`src/logic/etm_pkg.sv`:
```
package etm_pkg;

    // ************************************************************
    // register map
    // ************************************************************
    localparam logic [7:0] ADDR_COUNT = 8'h0d;
    localparam logic [7:0] ADDR_CTRL = 8'h0e;
    localparam logic [7:0] ADDR_IRQ_STATUS = 8'h10;
    localparam logic [7:0] ADDR_IRQ_MASK = 8'h11;

    // ************************************************************
    // control field positions and reset values
    // ************************************************************
    localparam int CTRL_MODE_LSB = 6;
    localparam int CTRL_RUN_BIT = 4;
    localparam int CTRL_EDGE_BIT = 3;
    localparam logic [7:0] CTRL_RESET = 8'h08;
    localparam logic [7:0] CTRL_WMASK = 8'hdf;
    localparam logic [7:0] COUNT_RESET = 8'h00;
    localparam logic [7:0] COUNT_MAX = 8'hff;
    localparam int IRQ_OVF_BIT = 0;
    localparam int IRQ_MEAS_BIT = 1;
    localparam logic [1:0] IRQ_MASK_RESET = 2'h0;

    // ************************************************************
    // modes
    // ************************************************************
    localparam logic [1:0] MODE_UNUSED = 2'h0;
    localparam logic [1:0] MODE_EVENT = 2'h1;
    localparam logic [1:0] MODE_TIMER = 2'h2;
    localparam logic [1:0] MODE_PULSE = 2'h3;

    // pulse measurement phases, one-hot
    typedef enum logic [2:0] {
        ETM_ARMED = 3'h1,
        ETM_MEASURE = 3'h2,
        ETM_DONE = 3'h4
    } etm_meas_e;

    // register port request
    typedef struct packed {
        logic [7:0] addr;
        logic [7:0] wdata;
        logic wr;
        logic rd;
    } etm_req_s;

    // whole block state
    typedef struct packed {
        logic [7:0] count;
        logic [7:0] preload;
        logic [7:0] ctrl;
        logic [7:0] presc;
        logic [7:0] rdata;
        logic [1:0] irq_status;
        logic [1:0] irq_mask;
        logic pin_prev;
        logic tick_prev;
        logic freq_out;
        logic ovf_flag;
        logic wake;
        etm_meas_e meas;
    } etm_state_s;

endpackage : etm_pkg

```
`src/logic/etm_timer.sv`:
```
// Summary of operation
// - eight-bit up-counter clocked by pin or prescaled tick, per mode
// - divided output runs at the counting clock (pin edge or tick) over twice (256 minus preload)
// - count at 0d, control at 0e; write preloads, read returns live count
// - control bits 7:6 pick mode: 01 event, 10 timer, 11 pulse
// - event and timer count to ff, reload and raise flag same cycle
// - pulse mode counts tick from active edge until level returns, clears run
// - control bit 3 selects edge: 0 rising, 1 falling
// - one measurement only; next needs software to set run again
// - pulse measurement starts on an input edge, never on a level
// - overflow in pulse mode reloads and raises request too
// - bit 4 enables counting; hardware never clears it outside pulse mode
// - overflow wakes the device from halt
// - clearing the irq enable stops servicing, flag still sets
// - preload write also loads counter only while counting is off
// - counter clock blocked during a count read
// - bits 2:0 select tick as system clock over 2 to the field plus one
// - warm reset keeps counter and control; others reset control to 08
//
// The address-and-strobe port was left to the implementer.
module etm_timer (
    input wire logic clock,
    input wire logic arst_n,
    input wire logic warm_rst,
    input wire etm_pkg::etm_req_s req,
    output logic [7:0] rdata,
    input wire logic count_input_and_value,
    input wire logic overflow_irq_enable,
    input wire logic halted,
    output logic overflow_request_flag,
    output logic wake_req,
    output logic divided_freq_output,
    output logic irq
);

    etm_pkg::etm_state_s st_ff;
    etm_pkg::etm_state_s nxt_st;

    // ************************************************************
    // helpers
    // ************************************************************

    // divide-by mask for the prescaler: tick when low bits all ones
    function automatic logic presc_hit(input logic [7:0] cnt, input logic [2:0] sel);
        logic [7:0] m;
        m = 8'h00;
        for (int i = 0; i < 8; i++) begin
            if (i <= int'(sel)) begin
                m[i] = 1'b1;
            end
        end
        return (cnt & m) == m;
    endfunction

    function automatic logic is_active_edge(input logic prev, input logic cur, input logic fall);
        return fall ? (prev && !cur) : (!prev && cur);
    endfunction

    logic [1:0] mode;
    logic run;
    logic edge_fall;
    logic tick;
    logic pin_edge;
    logic rd_count;
    logic wr_count;
    logic wr_ctrl;

    // ************************************************************
    // decode
    // ************************************************************
    always_comb begin
        mode = st_ff.ctrl[etm_pkg::CTRL_MODE_LSB +: 2];
        run = st_ff.ctrl[etm_pkg::CTRL_RUN_BIT];
        edge_fall = st_ff.ctrl[etm_pkg::CTRL_EDGE_BIT];
        // tick is one system cycle each time prescaler bits 0 up to the field value are all ones
        tick = presc_hit(st_ff.presc, st_ff.ctrl[2:0]);
        pin_edge = is_active_edge(st_ff.pin_prev, count_input_and_value, edge_fall);
        rd_count = req.rd && req.addr == etm_pkg::ADDR_COUNT;
        wr_count = req.wr && req.addr == etm_pkg::ADDR_COUNT;
        wr_ctrl = req.wr && req.addr == etm_pkg::ADDR_CTRL;
    end

    // ************************************************************
    // next state
    // ************************************************************
    always_comb begin
        logic inc;
        logic ovf;
        logic meas_end;
        logic [1:0] ev;
        inc = 1'b0;
        ovf = 1'b0;
        meas_end = 1'b0;
        ev = 2'h0;
        nxt_st = st_ff;
        nxt_st.presc = st_ff.presc + 8'h01;
        nxt_st.pin_prev = count_input_and_value;
        nxt_st.tick_prev = tick;
        nxt_st.ovf_flag = 1'b0;
        nxt_st.wake = 1'b0;

        // pick the counting clock for this mode
        case (mode)
            etm_pkg::MODE_EVENT: inc = run && pin_edge;
            etm_pkg::MODE_TIMER: inc = run && tick;
            etm_pkg::MODE_PULSE: begin
                case (st_ff.meas)
                    etm_pkg::ETM_ARMED: begin
                        // start only on a transition, a held level is ignored
                        if (run && pin_edge) begin
                            nxt_st.meas = etm_pkg::ETM_MEASURE;
                        end
                    end
                    etm_pkg::ETM_MEASURE: begin
                        if (count_input_and_value == edge_fall) begin
                            meas_end = 1'b1;
                            nxt_st.meas = etm_pkg::ETM_DONE;
                        end else begin
                            inc = run && tick;
                        end
                    end
                    etm_pkg::ETM_DONE: begin
                        // result held until software sets run again
                        if (run) begin
                            nxt_st.meas = etm_pkg::ETM_ARMED;
                        end
                    end
                    default: nxt_st.meas = etm_pkg::ETM_ARMED;
                endcase
            end
            default: inc = 1'b0;
        endcase
        if (mode != etm_pkg::MODE_PULSE) begin
            nxt_st.meas = etm_pkg::ETM_ARMED;
        end

        // a count read freezes the counter for that cycle; may lose one tick
        if (rd_count) begin
            inc = 1'b0;
        end

        if (inc) begin
            if (st_ff.count == etm_pkg::COUNT_MAX) begin
                ovf = 1'b1;
                nxt_st.count = st_ff.preload;
            end else begin
                nxt_st.count = st_ff.count + 8'h01;
            end
        end

        // register writes
        if (wr_count) begin
            nxt_st.preload = req.wdata;
            if (!run) begin
                nxt_st.count = req.wdata;
            end
        end
        if (wr_ctrl) begin
            nxt_st.ctrl = req.wdata & etm_pkg::CTRL_WMASK;
            if (req.wdata[etm_pkg::CTRL_RUN_BIT]) begin
                if (st_ff.meas == etm_pkg::ETM_DONE) begin
                    nxt_st.meas = etm_pkg::ETM_ARMED;
                end
            end
        end else if (meas_end) begin
            nxt_st.ctrl[etm_pkg::CTRL_RUN_BIT] = 1'b0;
        end

        if (ovf) begin
            nxt_st.ovf_flag = 1'b1;
            nxt_st.freq_out = !st_ff.freq_out;
            nxt_st.wake = halted;
        end

        // sticky status: set wins over write-one-to-clear
        ev[etm_pkg::IRQ_OVF_BIT] = ovf;
        ev[etm_pkg::IRQ_MEAS_BIT] = meas_end;
        if (req.wr && req.addr == etm_pkg::ADDR_IRQ_STATUS) begin
            nxt_st.irq_status = st_ff.irq_status & ~req.wdata[1:0];
        end
        nxt_st.irq_status = nxt_st.irq_status | ev;
        if (req.wr && req.addr == etm_pkg::ADDR_IRQ_MASK) begin
            nxt_st.irq_mask = req.wdata[1:0];
        end

        // read data valid the cycle after the strobe
        nxt_st.rdata = 8'h00;
        if (req.rd) begin
            case (req.addr)
                etm_pkg::ADDR_COUNT: nxt_st.rdata = st_ff.count;
                etm_pkg::ADDR_CTRL: nxt_st.rdata = st_ff.ctrl & etm_pkg::CTRL_WMASK;
                etm_pkg::ADDR_IRQ_STATUS: nxt_st.rdata = {6'h00, st_ff.irq_status};
                etm_pkg::ADDR_IRQ_MASK: nxt_st.rdata = {6'h00, st_ff.irq_mask};
                default: nxt_st.rdata = 8'h00;
            endcase
        end

        // warm reset holds counter, preload, control and status; prescaler runs on, flag, wake and read data clear
        if (warm_rst) begin
            nxt_st = st_ff;
            nxt_st.presc = st_ff.presc + 8'h01;
            nxt_st.pin_prev = count_input_and_value;
            nxt_st.ovf_flag = 1'b0;
            nxt_st.wake = 1'b0;
            nxt_st.rdata = 8'h00;
        end
    end

    // ************************************************************
    // state register
    // ************************************************************
    always_ff @(posedge clock or negedge arst_n) begin
        if (!arst_n) begin
            st_ff <= '{count: etm_pkg::COUNT_RESET, preload: etm_pkg::COUNT_RESET,
                ctrl: etm_pkg::CTRL_RESET, presc: 8'h00, rdata: 8'h00,
                irq_status: 2'h0, irq_mask: etm_pkg::IRQ_MASK_RESET, pin_prev: 1'b0,
                tick_prev: 1'b0, freq_out: 1'b0, ovf_flag: 1'b0, wake: 1'b0,
                meas: etm_pkg::ETM_ARMED};
        end else begin
            st_ff <= nxt_st;
        end
    end

    // ************************************************************
    // outputs
    // ************************************************************
    assign rdata = st_ff.rdata;
    assign divided_freq_output = st_ff.freq_out;
    // request flag pulses; servicing is gated by the enable, flag is not
    assign overflow_request_flag = st_ff.ovf_flag;
    assign wake_req = st_ff.wake;
    assign irq = |(st_ff.irq_status & st_ff.irq_mask) && overflow_irq_enable;
endmodule // etm_timer

```
`config.mk`:
```
export PLATFORM = sky130hd
export DESIGN_NAME = etm_timer
export DESIGN_NICKNAME = d
export VERILOG_FILES = /design/src/logic/etm_pkg.sv /design/src/logic/etm_timer.sv
export SDC_FILE = /design/constraint.sdc
export NUM_CORES = 1
export LEC_CHECK = 0
export BUFFER_PORTS_ARGS = -buffer_cell sky130_fd_sc_hd__buf_2
export CAP_MARGIN = 40
export CORE_MARGIN = 4
export CORE_UTILIZATION = 37
export DETAILED_ROUTE_END_ITERATION = 12
export PLACE_DENSITY = 0.61
export SLEW_MARGIN = 10
export SYNTH_ARGS = -nofsm -noshare
export SYNTH_HDL_FRONTEND = slang
export SYNTH_SLANG_ARGS = --single-unit
```
`constraint.sdc`:
```
create_clock -name clock -period 2.3 [get_ports clock]
set_input_delay 0.23 -clock clock [delete_from_list [all_inputs] [get_ports clock]]
set_output_delay 0.23 -clock clock [all_outputs]
set_load 0.005 [all_outputs]
```
==> key figures, run 1 <==
Critical path
  • Crit end category: flip-flop
  • Cells along the critical path: xor2_1 -> nand2_1 -> a2111oi_4 -> a21boi_4 -> nor3_1 -> mux2_2
  • Worst path required time: 2.50 ns
  • Critical Path Max Stage Delay: 0.58 ns
  • R2R depth: 6
  • Crit-path slowest cell: dfstp_2
  • Crit path launch: edge_fall
  • Arrival time at the worst endpoint: 2.36 ns
  • FF-to-FF Start: edge_fall
  • R2R Setup Slk: 0.14 ns
  • CP Class: flip-flop to flip-flop
  • Crit path max fanout: 8
  • Crit path to: st_ff[50]
  • Critical Path Source Type: flip-flop
  • Reg-to-Reg End: st_ff[50]

Drt
  • DRC violations left: 0
  • Vias: 2177
  • Routed WL: 6.45 mm
  • Antenna Violating Nets Remaining: 0
  • Detailed Routing Iterations Pass 1: 4
  • WL/cell: 15.7 µm
  • Initial DRC count: 165
  • Vias per cell: 5.31

Clock network
  • Worst-path clk slew: 0.10 ns
  • TritonCTS buffer count: 5
  • Root Driver: clkbuf_8
  • H-tree levels: 2
  • CTS tree: done
  • Worst skew pair latency: 0.31 ns
  • CTS sink count: 50
  • Maximum buffer depth of the clock tree: 2

Timing
  • Final hold violation count: 0
  • Minimum clock period: 2.16 ns
  • Worst slew pin tran: 0.526 ns
  • Total negative slack: 0 ns
  • Slew Limit Fails: 0
  • F_max: 463 MHz
  • Rel. slew slack: 0.647
  • Final Cycle Share: 0.939
  • Skew final: 0.00769 ns
  • Setup Viol. Count Final: 0
  • RSZ-0062 raised after global routing: no
  • Hold Slack: 0.0936 ns

Place
  • PortBufs: 35
  • Gpl congestion: 0.849
  • Hpwl dp: 4.92 mm

Synthesis
  • Synth unique cells: 53
  • Share of the synthesized area in the top cell type: 0.439
  • Sequential area share after synthesis: 0.458
  • Mapped Nets: 300
  • Post-synth top flop: dfrtp_1
  • Cells after synthesis: 274
  • Netlist Area Pre-Place: 2740 µm²
  • Most frequent cells after synthesis: dfrtp_1 (48), nand2_1 (32), nand3_1 (21), mux2_2 (19), nor2_1 (17)
  • Seq cells post-synth: 50
  • Async set or reset register ratio after synthesis: 1.00
  • EDFF count, synth: 0
  • Top cells by area, synth: dfrtp_1 (44%), mux2_2 (7.8%), nand2_1 (4.4%)
  • Yosys top cell by area: dfrtp_1
  • Cell with the most instances after synthesis: dfrtp_1
  • Synth Area per Inst: 9.98 µm²
  • Synth warnings: 0

Floorplanning
  • Row Count: 31
  • Die area: 8830 µm²
  • Chip Height: 94.0 µm
  • Die Span X: 94.0 µm
  • Boundary pin count: 36
  • Core ar.: 7210 µm²
  • Starting Density: 0.379

Power
  • Part of the power in registers: 0.546
  • Switching Power: 393 µW
  • Pwr Total: 1660 µW
  • Int Power: 1270 µW
  • Clock group share of total power: 0.383
  • Leak Pwr: 0.00145 µW
  • Comb power frac: 0.071
  • Max VDD drop: 0.000222 V
  • Switching share of power: 0.237
  • Pwr dens: 526 nW/µm²

GRT
  • GRT Resource Usage Total: 0.156
  • Antenna violations before repair: 0
  • Largest net degree at the start of global routing: 24
  • First-pass GRT wire length: 10.7 mm
  • GR Overflow Total: 0
  • Vias in the first global route: 2105

Final layout
  • Layout cell share with drive strength beyond 1: 0.273
  • Fillcell total: 725
  • Area growth, synth to finish: 15.2%
  • N_diodes: 0
  • Final nets: 336

Hold path
  • Path category of the worst min-delay check: primary input to flip-flop

Run
  • Max-cap violations: 0

Outcome
  • Outcome: finished clean
-- worst max-delay path, delay by kind of cell (launching register included) --
family	cells	cell delay (ns)
and+or+nand+nor	2	0.36
muxes	1	0.36
AOI/OAI and AO/OA	2	0.57
xor gates and xnor gates	1	0.18
DFF	1	0.58
-- routing by layer --
metal,share of wire,vias to the layer above,track usage
met4,0.0067,0,0.0337
met3,0.040,5,0.0369
met5,0,-,0
met2,0.47,60,0.236
met1,0.48,1046,0.226
li1,-,1066,-
-- worst min path at each step --
stage | endpoint | slack (ns) | cells after the start | start
floorplan | divided_freq_output | -0.07 | 0 | arst_n
global placement | st_ff[42] | 0.22 | 1 | arst_n
detailed placement | st_ff[51] | 0.23 | 1 | arst_n
CTS | st_ff[7] | 0.09 | 1 | count_input_and_value
global route | st_ff[7] | 0.08 | 1 | count_input_and_value
finish | st_ff[7] | 0.09 | 1 | count_input_and_value
-- repair_timing --
item,4_1_cts,5_1_grt
setup buffers,0,0
setup endpoints to repair,0,3
gates resized for setup,0,2
hold endpoints to repair,21,0
hold buffers,1,0
-- registers in the layout, summed over array words and instances (netlist names) --
register,cells
rdata,8
overflow_request_flag,1
st_ff,35
divided_freq_output,1
mode,2
edge_fall,1
run,1
wake_req,1
-- cells by family (layout without fill, tap and decap cells) --
logic type               after synthesis  after routing  share of synthesized area
AND/OR/NAND/NOR                      112            112                      0.220
AO/OA/AOI/OAI                         53             53                      0.142
flip-flops                            50             50                      0.458
multiplexers                          24             24                     0.0965
buffers and inverters                 24             61                     0.0444
XOR/XNOR                               9              9                     0.0288
adder cells (fa/ha/maj)                2              2                    0.00915
-- power by group through the flow --
stage	clock [µW]	combinational [µW]	sequential [µW]
2_1_floorplan	0	51.2	917
3_5_place_dp	0	116	924
3_3_place_gp	0	115	923
4_1_cts	653	118	906
6_report	634	118	906
5_1_grt	684	133	908
-- cell type report --
cell class / count / area [µm²] / share of cell area
repair buffers: 46 / 260 / 0.0826
clock inverters: 3 / 43.8 / 0.0139
inverters: 7 / 26.3 / 0.00834
multi-input cells: 200 / 1370 / 0.436
flip-flops and latches: 50 / 1250 / 0.398
well taps: 99 / 124 / 0.0393
clock buffers: 5 / 68.8 / 0.0218
-- placed cells by master, fill, tap and decap left out, drive strengths merged, types with 3 or more instances in the layout --
master / instances
a21boi: 3
a21oi: 7
a22oi: 7
a31oi: 4
and3: 6
and4b: 3
buf: 45
clkbuf: 5
dfrtp: 48
inv: 8
mux2: 19
mux2i: 5
nand2: 32
nand2b: 3
nand3: 21
nand3b: 3
nor2: 17
nor2b: 7
nor3: 3
nor3b: 3
nor4: 3
o211ai: 4
o21ai: 11
o31ai: 3
xnor2: 6
xor2: 3
-- per-stage QoR --
stage               instance area, µm²  setup slack, ns  std cells   util
floorplan                         2740            0.277        274      -
global placement                  3010            0.175        401  0.418
detailed placement                3010            0.144        401  0.418
CTS                               3140            0.115        410  0.435
global route                      3150           0.0309        410  0.437
finish                            3150            0.141        410  0.437
Note: power is estimated with default switching activity, not from simulation.
==> run 2: changes to the inputs <==
--- a/config.mk
+++ b/config.mk
@@ -5,13 +5,14 @@
 export SDC_FILE = /design/constraint.sdc
 export NUM_CORES = 1
 export LEC_CHECK = 0
+export ABC_AREA = 1
 export BUFFER_PORTS_ARGS = -buffer_cell sky130_fd_sc_hd__buf_2
 export CAP_MARGIN = 40
 export CORE_MARGIN = 4
 export CORE_UTILIZATION = 37
 export DETAILED_ROUTE_END_ITERATION = 12
 export PLACE_DENSITY = 0.61
-export SLEW_MARGIN = 10
+export REMOVE_ABC_BUFFERS = 1
 export SYNTH_ARGS = -nofsm -noshare
 export SYNTH_HDL_FRONTEND = slang
 export SYNTH_SLANG_ARGS = --single-unit
==> key figures, run 2 <==
Outcome
  • Outcome: finished clean (unchanged)

GRT
  • Vias in the first global route: 2363 (was 2105)
  • Antenna violations before repair: 0 (unchanged)
  • Largest net degree at the start of global routing: 51 (was 24)
  • First-pass GRT wire length: 11.2 mm (was 10.7 mm)
  • GR Overflow Total: 0 (unchanged)
  • GRT Resource Usage Total: 0.159 (was 0.156)

Timing
  • Setup Viol. Count Final: 0 (unchanged)
  • F_max: 524 MHz (was 463 MHz)
  • Rel. slew slack: 0.572 (was 0.647)
  • Worst slew pin tran: 0.642 ns (was 0.526 ns)
  • Total negative slack: 0 ns (unchanged)
  • Slew Limit Fails: 0 (unchanged)
  • Minimum clock period: 1.91 ns (was 2.16 ns)
  • Skew final: 0.0110 ns (was 0.00769 ns)
  • Final hold violation count: 0 (unchanged)
  • Hold Slack: 0.0261 ns (was 0.0936 ns)
  • RSZ-0062 raised after global routing: no (unchanged)
  • Final Cycle Share: 0.831 (was 0.939)

Synthesis
  • Cells after synthesis: 372 (was 274)
  • Sequential area share after synthesis: 0.441 (was 0.458)
  • Top cells by area, synth: dfrtp_1 (42%), nand2_1 (12%), inv_1 (8.1%) (was dfrtp_1 (44%), mux2_2 (7.8%), nand2_1 (4.4%))
  • Most frequent cells after synthesis: nand2_1 (89), inv_1 (61), dfrtp_1 (48), nand3_1 (34), nor2_1 (24) (was dfrtp_1 (48), nand2_1 (32), nand3_1 (21), mux2_2 (19), nor2_1 (17))
  • EDFF count, synth: 0 (unchanged)
  • Synth warnings: 0 (unchanged)
  • Async set or reset register ratio after synthesis: 1.00 (unchanged)
  • Cell with the most instances after synthesis: nand2_1 (was dfrtp_1)
  • Post-synth top flop: dfrtp_1 (unchanged)
  • Netlist Area Pre-Place: 2840 µm² (was 2740 µm²)
  • Synth unique cells: 36 (was 53)
  • Yosys top cell by area: dfrtp_1 (unchanged)
  • Share of the synthesized area in the top cell type: 0.423 (was 0.439)
  • Seq cells post-synth: 50 (unchanged)
  • Synth Area per Inst: 7.64 µm² (was 9.98 µm²)

Critical path
  • WP depth: 10 (was 6)
  • Critical path buffers and inverters: 0 (unchanged)
  • Crit end category: flip-flop (unchanged)
  • Cells along the critical path: ha_1 -> nand3_2 -> nor2_4 -> nand3_2 -> nand2_1 -> o21ai_0 -> nand3_1 -> nand3_1 -> nand2_1 -> o21ai_0 (was xor2_1 -> nand2_1 -> a2111oi_4 -> a21boi_4 -> nor3_1 -> mux2_2)
  • CP delay by family, top: simple AND/OR/NAND/NOR gates (was flip-flops)
  • Crit path max fanout: 13 (was 8)
  • R2R depth: 10 (was 6)
  • Arrival time at the worst endpoint: 2.10 ns (was 2.36 ns)
  • Crit-path slowest cell: dfrtp_1 (was dfstp_2)
  • Critical Path Source Type: flip-flop (unchanged)
  • CP Class: flip-flop to flip-flop (unchanged)
  • Worst path required time: 2.49 ns (was 2.50 ns)
  • Critical Path Max Stage Delay: 0.46 ns (was 0.58 ns)

Floorplanning
  • Row Count: 31 (unchanged)
  • Die area: 9150 µm² (was 8830 µm²)
  • Boundary pin count: 36 (unchanged)
  • Core ar.: 7370 µm² (was 7210 µm²)
  • Die Span X: 95.6 µm (was 94.0 µm)
  • Chip Height: 95.6 µm (was 94.0 µm)
  • Starting Density: 0.386 (was 0.379)

Final layout
  • Fin area: 3140 µm² (was 3150 µm²)
  • Area growth, synth to finish: 10.5% (was 15.2%)
  • Final Util: 0.426 (was 0.437)
  • Most frequent cells in the layout: nand2_1 (89), inv_1 (61), dfrtp_1 (48) (was dfrtp_1 (48), buf_2 (35), nand2_1 (32))
  • Max reg flops: 35 (unchanged)
  • Top reg by flops: st_ff (unchanged)
  • Leading cell type in the layout, fill and taps excluded: nand2_1 (was dfrtp_1)
  • Layout cell share with drive strength beyond 1: 0.171 (was 0.273)
  • Final nets: 429 (was 336)
  • N_diodes: 0 (unchanged)

Power
  • Pwr dens: 539 nW/µm² (was 526 nW/µm²)
  • Leak Pwr: 0.00168 µW (was 0.00145 µW)
  • Max VDD drop: 0.000230 V (was 0.000222 V)
  • Pwr Total: 1690 µW (was 1660 µW)

Clock network
  • Root Driver: clkbuf_8 (unchanged)
  • CTS sink count: 50 (unchanged)
  • Resized cells post-CTS: 0 (unchanged)
  • Worst skew pair latency: 0.31 ns (about the same)
  • Worst-path clk slew: 0.10 ns (about the same)
  • Hold_buf cts: 0 (was 1)
  • Post-CTS setup buffers: 0 (unchanged)
  • H-tree levels: 2 (unchanged)
  • TritonCTS buffer count: 5 (unchanged)
  • Maximum buffer depth of the clock tree: 2 (unchanged)
  • CTS tree: done (unchanged)

Hold path
  • Path category of the worst min-delay check: primary input to asynchronous set/reset pin (was primary input to flip-flop)

Drt
  • WL/cell: 12.9 µm (was 15.7 µm)
  • Antenna Violating Nets Remaining: 0 (unchanged)
  • Vias per cell: 4.77 (was 5.31)
  • DRC violations left: 0 (unchanged)
  • Vias: 2401 (was 2177)
  • Initial DRC count: 139 (was 165)
  • Detailed Routing Iterations Pass 1: 4 (unchanged)
  • Routed WL: 6.46 mm (was 6.45 mm)

Place
  • Gpl congestion: 0.880 (was 0.849)
  • PortBufs: 35 (unchanged)
  • Hpwl dp: 4.76 mm (was 4.92 mm)
  • Area after DPL: 3060 µm² (was 3010 µm²)

Run
  • Max-cap violations: 0 (unchanged)
## run 2: layout make-up
cell class | count | area, µm²
clock buffer | 6 | 72.6
clock inverter | 2 | 10.0
fill | 778 | 4230
inverter | 66 | 248
multi-input combinational | 243 | 1240
sequential | 50 | 1250
tap | 99 | 124
timing repair buffer | 37 | 190
## run 2: where the power goes
part / total [µW] / leakage [µW] / internal, µW / switching (µW)
sequential: 965 / 0.000627 / 913 / 52.1
combinational: 228 / 0.00101 / 86.1 / 141
clock: 500 / 0.0000450 / 212 / 289
total: 1690 / 0.00168 / 1210 / 482
## run 2: layer usage
metal / track usage / wire, µm
met5: 0 / 0
met4: 0.0450 / 65
met3: 0.0363 / 344
met2: 0.258 / 2950
met1: 0.212 / 3110
## run 2: metrics by stage
| stage | setup WS (ns) | std cells |
|---|---|---|
| global placement | 0.536 | 495 |
| finish | 0.390 | 503 |
| global route | 0.193 | 503 |
| floorplan | 0.678 | 359 |
| CTS | 0.417 | 503 |
| detailed placement | 0.440 | 495 |
## run 2: cells by family after synthesis
kind of cell / synth area share
DFF: 0.441
AOI/OAI and AO/OA: 0.118
muxes: 0.00705
buffers and inverters: 0.122
and+or+nand+nor: 0.276
adders and majority gates: 0.00881
xor gates and xnor gates: 0.0277
## run 2: path summary, 6_finish.rpt
path,from,to,slack (ns)
max in group asynchronous,arst_n,st_ff[51],1.85
worst min-delay path,arst_n,st_ff[1],0.03
worst max-delay path,st_ff[45],st_ff[47],0.39
min in group clock,count_input_and_value,st_ff[7],0.08
worst min register to register,divided_freq_output,divided_freq_output,0.48
worst max register to register,st_ff[45],st_ff[47],0.39
==> run 3: changes to the inputs <==
--- a/config.mk
+++ b/config.mk
@@ -5,7 +5,7 @@
 export SDC_FILE = /design/constraint.sdc
 export NUM_CORES = 1
 export LEC_CHECK = 0
-export ABC_AREA = 1
+export ABC_AREA = 0
 export BUFFER_PORTS_ARGS = -buffer_cell sky130_fd_sc_hd__buf_2
 export CAP_MARGIN = 40
 export CORE_MARGIN = 4
==> constraint.sdc (replaced) <==
create_clock -name clock -period 1.99 [get_ports clock]
set_input_delay 0.199 -clock clock [delete_from_list [all_inputs] [get_ports clock]]
set_output_delay 0.199 -clock clock [all_outputs]
set_load 0.005 [all_outputs]
==> key figures, run 3 (synthesis gave the netlist of run 1 again) <==
Outcome
  • Outcome: finished, violations left (was finished clean)
  • Failing checks: setup timing

Clock network
  • H-tree levels: 2 (unchanged)
  • Root Driver: clkbuf_8 (unchanged)
  • CTS tree: done (unchanged)
  • TritonCTS buffer count: 5 (unchanged)
  • Maximum buffer depth of the clock tree: 2 (unchanged)
  • Worst skew pair latency: 0.31 ns (about the same)
  • Worst-path clk slew: 0.10 ns (about the same)
  • CTS sink count: 50 (unchanged)

Place
  • PortBufs: 35 (unchanged)
  • Gpl congestion: 0.894 (was 0.880)
  • Hpwl dp: 5.07 mm (was 4.76 mm)

GRT
  • GRT Resource Usage Total: 0.163 (was 0.159)
  • Vias in the first global route: 2255 (was 2363)
  • Antenna violations before repair: 0 (unchanged)
  • Largest net degree at the start of global routing: 31 (was 51)
  • First-pass GRT wire length: 11.2 mm (about the same)
  • GR Overflow Total: 0 (unchanged)

Power
  • Leak Pwr: 0.00155 µW (was 0.00168 µW)
  • Pwr Total: 1810 µW (was 1690 µW)
  • Max VDD drop: 0.000316 V (was 0.000230 V)
  • Pwr dens: 539 nW/µm² (about the same)

Floorplanning
  • Die area: 8830 µm² (was 9150 µm²)
  • Boundary pin count: 36 (unchanged)
  • Starting Density: 0.379 (was 0.386)
  • Row Count: 31 (unchanged)
  • Core ar.: 7210 µm² (was 7370 µm²)
  • Die Span X: 94.0 µm (was 95.6 µm)
  • Chip Height: 94.0 µm (was 95.6 µm)

Timing
  • Worst slew pin tran: 0.597 ns (was 0.642 ns)
  • Final hold violation count: 0 (unchanged)
  • Slew Limit Fails: 0 (unchanged)
  • Skew final: 0.00660 ns (was 0.0110 ns)
  • RSZ-0062 raised after global routing: yes (was no)
  • Setup Viol. Count Final: 5 (was 0)
  • Minimum clock period: 2.08 ns (was 1.91 ns)
  • F_max: 480 MHz (was 524 MHz)
  • Total negative slack: -0.276 ns (was 0 ns)
  • Final Cycle Share: 1.05 (was 0.831)
  • Rel. slew slack: 0.599 (was 0.572)
  • Setup slack after layout: -0.0921 ns (was 0.390 ns)

Critical path
  • CP delay by family, top: compound AO/OA/AOI/OAI gates (was simple AND/OR/NAND/NOR gates)
  • Worst path required time: 2.22 ns (was 2.49 ns)
  • CP Class: flip-flop to flip-flop (unchanged)
  • Crit-path slowest cell: dfstp_2 (was dfrtp_1)
  • Crit path max fanout: 7 (was 13)
  • Critical Path Max Stage Delay: 0.56 ns (was 0.46 ns)
  • Crit end category: flip-flop (unchanged)
  • Arrival time at the worst endpoint: 2.32 ns (was 2.10 ns)
  • Critical path buffers and inverters: 0 (unchanged)
  • Cells along the critical path: xor2_2 -> nand2_2 -> a2111oi_4 -> a21boi_4 -> or4_4 -> o211ai_1 (was ha_1 -> nand3_2 -> nor2_4 -> nand3_2 -> nand2_1 -> o21ai_0 -> nand3_1 -> nand3_1 -> nand2_1 -> o21ai_0)
  • Critical Path Source Type: flip-flop (unchanged)

Hold path
  • Path category of the worst min-delay check: primary input to flip-flop (was primary input to asynchronous set/reset pin)

Final layout
  • N_diodes: 0 (unchanged)
  • Fillcell total: 713 (was 778)
  • Leading cell type in the layout, fill and taps excluded: dfrtp_1 (was nand2_1)
  • Final nets: 358 (was 429)
  • Top reg by flops: st_ff (unchanged)
  • Layout cell share with drive strength beyond 1: 0.339 (was 0.171)
  • Most frequent cells in the layout: dfrtp_1 (48), buf_2 (35), nand2_1 (31) (was nand2_1 (89), inv_1 (61), dfrtp_1 (48))
  • Area growth, synth to finish: 23.0% (was 10.5%)
  • Max reg flops: 35 (unchanged)

Run
  • Max-cap violations: 0 (unchanged)

Drt
  • Initial DRC count: 119 (was 139)
  • Vias: 2268 (was 2401)
  • DRC violations left: 0 (unchanged)
  • Routed WL: 6.87 mm (was 6.46 mm)
  • WL/cell: 15.9 µm (was 12.9 µm)
  • Vias per cell: 5.25 (was 4.77)
  • Antenna Violating Nets Remaining: 0 (unchanged)
  • Detailed Routing Iterations Pass 1: 5 (was 4)
run 3: changes by cell type in the layout (fill, tap and decap cells not counted), moves of 13 or more:
cell     delta
nand3_1    -15
nand2_1    -58
inv_1      -54
mux2_2     +18
o21ai_0    -13
buf_4      +28
run 3: report_power, final:
| group | switching, µW | internal, µW |
|---|---|---|
| Combinational | 90.4 | 68.4 |
| Sequential | 15.4 | 1030 |
| Clock | 362 | 248 |
run 3: through the flow:
stage	hold slack, ns	utilization	setup WS, ns	cell area [µm²]	std cells
6_report	0.0631	0.466	-0.0921	3360	432
5_1_grt	0.0549	0.466	-0.175	3360	432
4_1_cts	0.0386	0.458	-0.0697	3300	431
3_5_place_dp	0.195	0.439	-0.145	3170	420
3_3_place_gp	0.192	0.439	-0.0996	3170	420
2_1_floorplan	-0.0966	-	-0.0333	2640	257
run 3: worst paths after layout:
path | from | end | slack (ns) | cells after the start
max | edge_fall | st_ff[45] | -0.09 | 6
min | count_input_and_value | st_ff[7] | 0.06 | 1
max reg2reg | edge_fall | st_ff[45] | -0.09 | 6
min reg2reg | st_ff[27] | st_ff[27] | 0.47 | 1
max in group asynchronous | arst_n | st_ff[9] | 1.08 | 3
min in group asynchronous | arst_n | st_ff[25] | 0.38 | 2
run 3: cell type report:
cell class	instances	area, µm²	area share
clock buffers	5	68.8	0.0205
clock inverters	3	21.3	0.00632
inverters	7	26.3	0.00781
multi-input cells	200	1430	0.425
flip-flops and latches	50	1250	0.373
well taps	99	124	0.0368
repair buffers	68	442	0.131
run 3: repair_timing:
item,4_1_cts,5_1_grt
hold endpoints to repair,18,0
setup buffers,2,1
resized for setup,3,13
setup endpoints to repair,6,10
pin swaps,2,6
hold buffers,1,0
gates cloned,0,0
run 3: per-layer routing:
layer / part of all wire / up-vias / track usage
met1: 0.48 / 1088 / 0.227
li1: - / 1106 / -
met3: 0.039 / 9 / 0.0280
met5: 0 / - / 0
met4: 0.015 / 0 / 0.0517
met2: 0.47 / 65 / 0.258
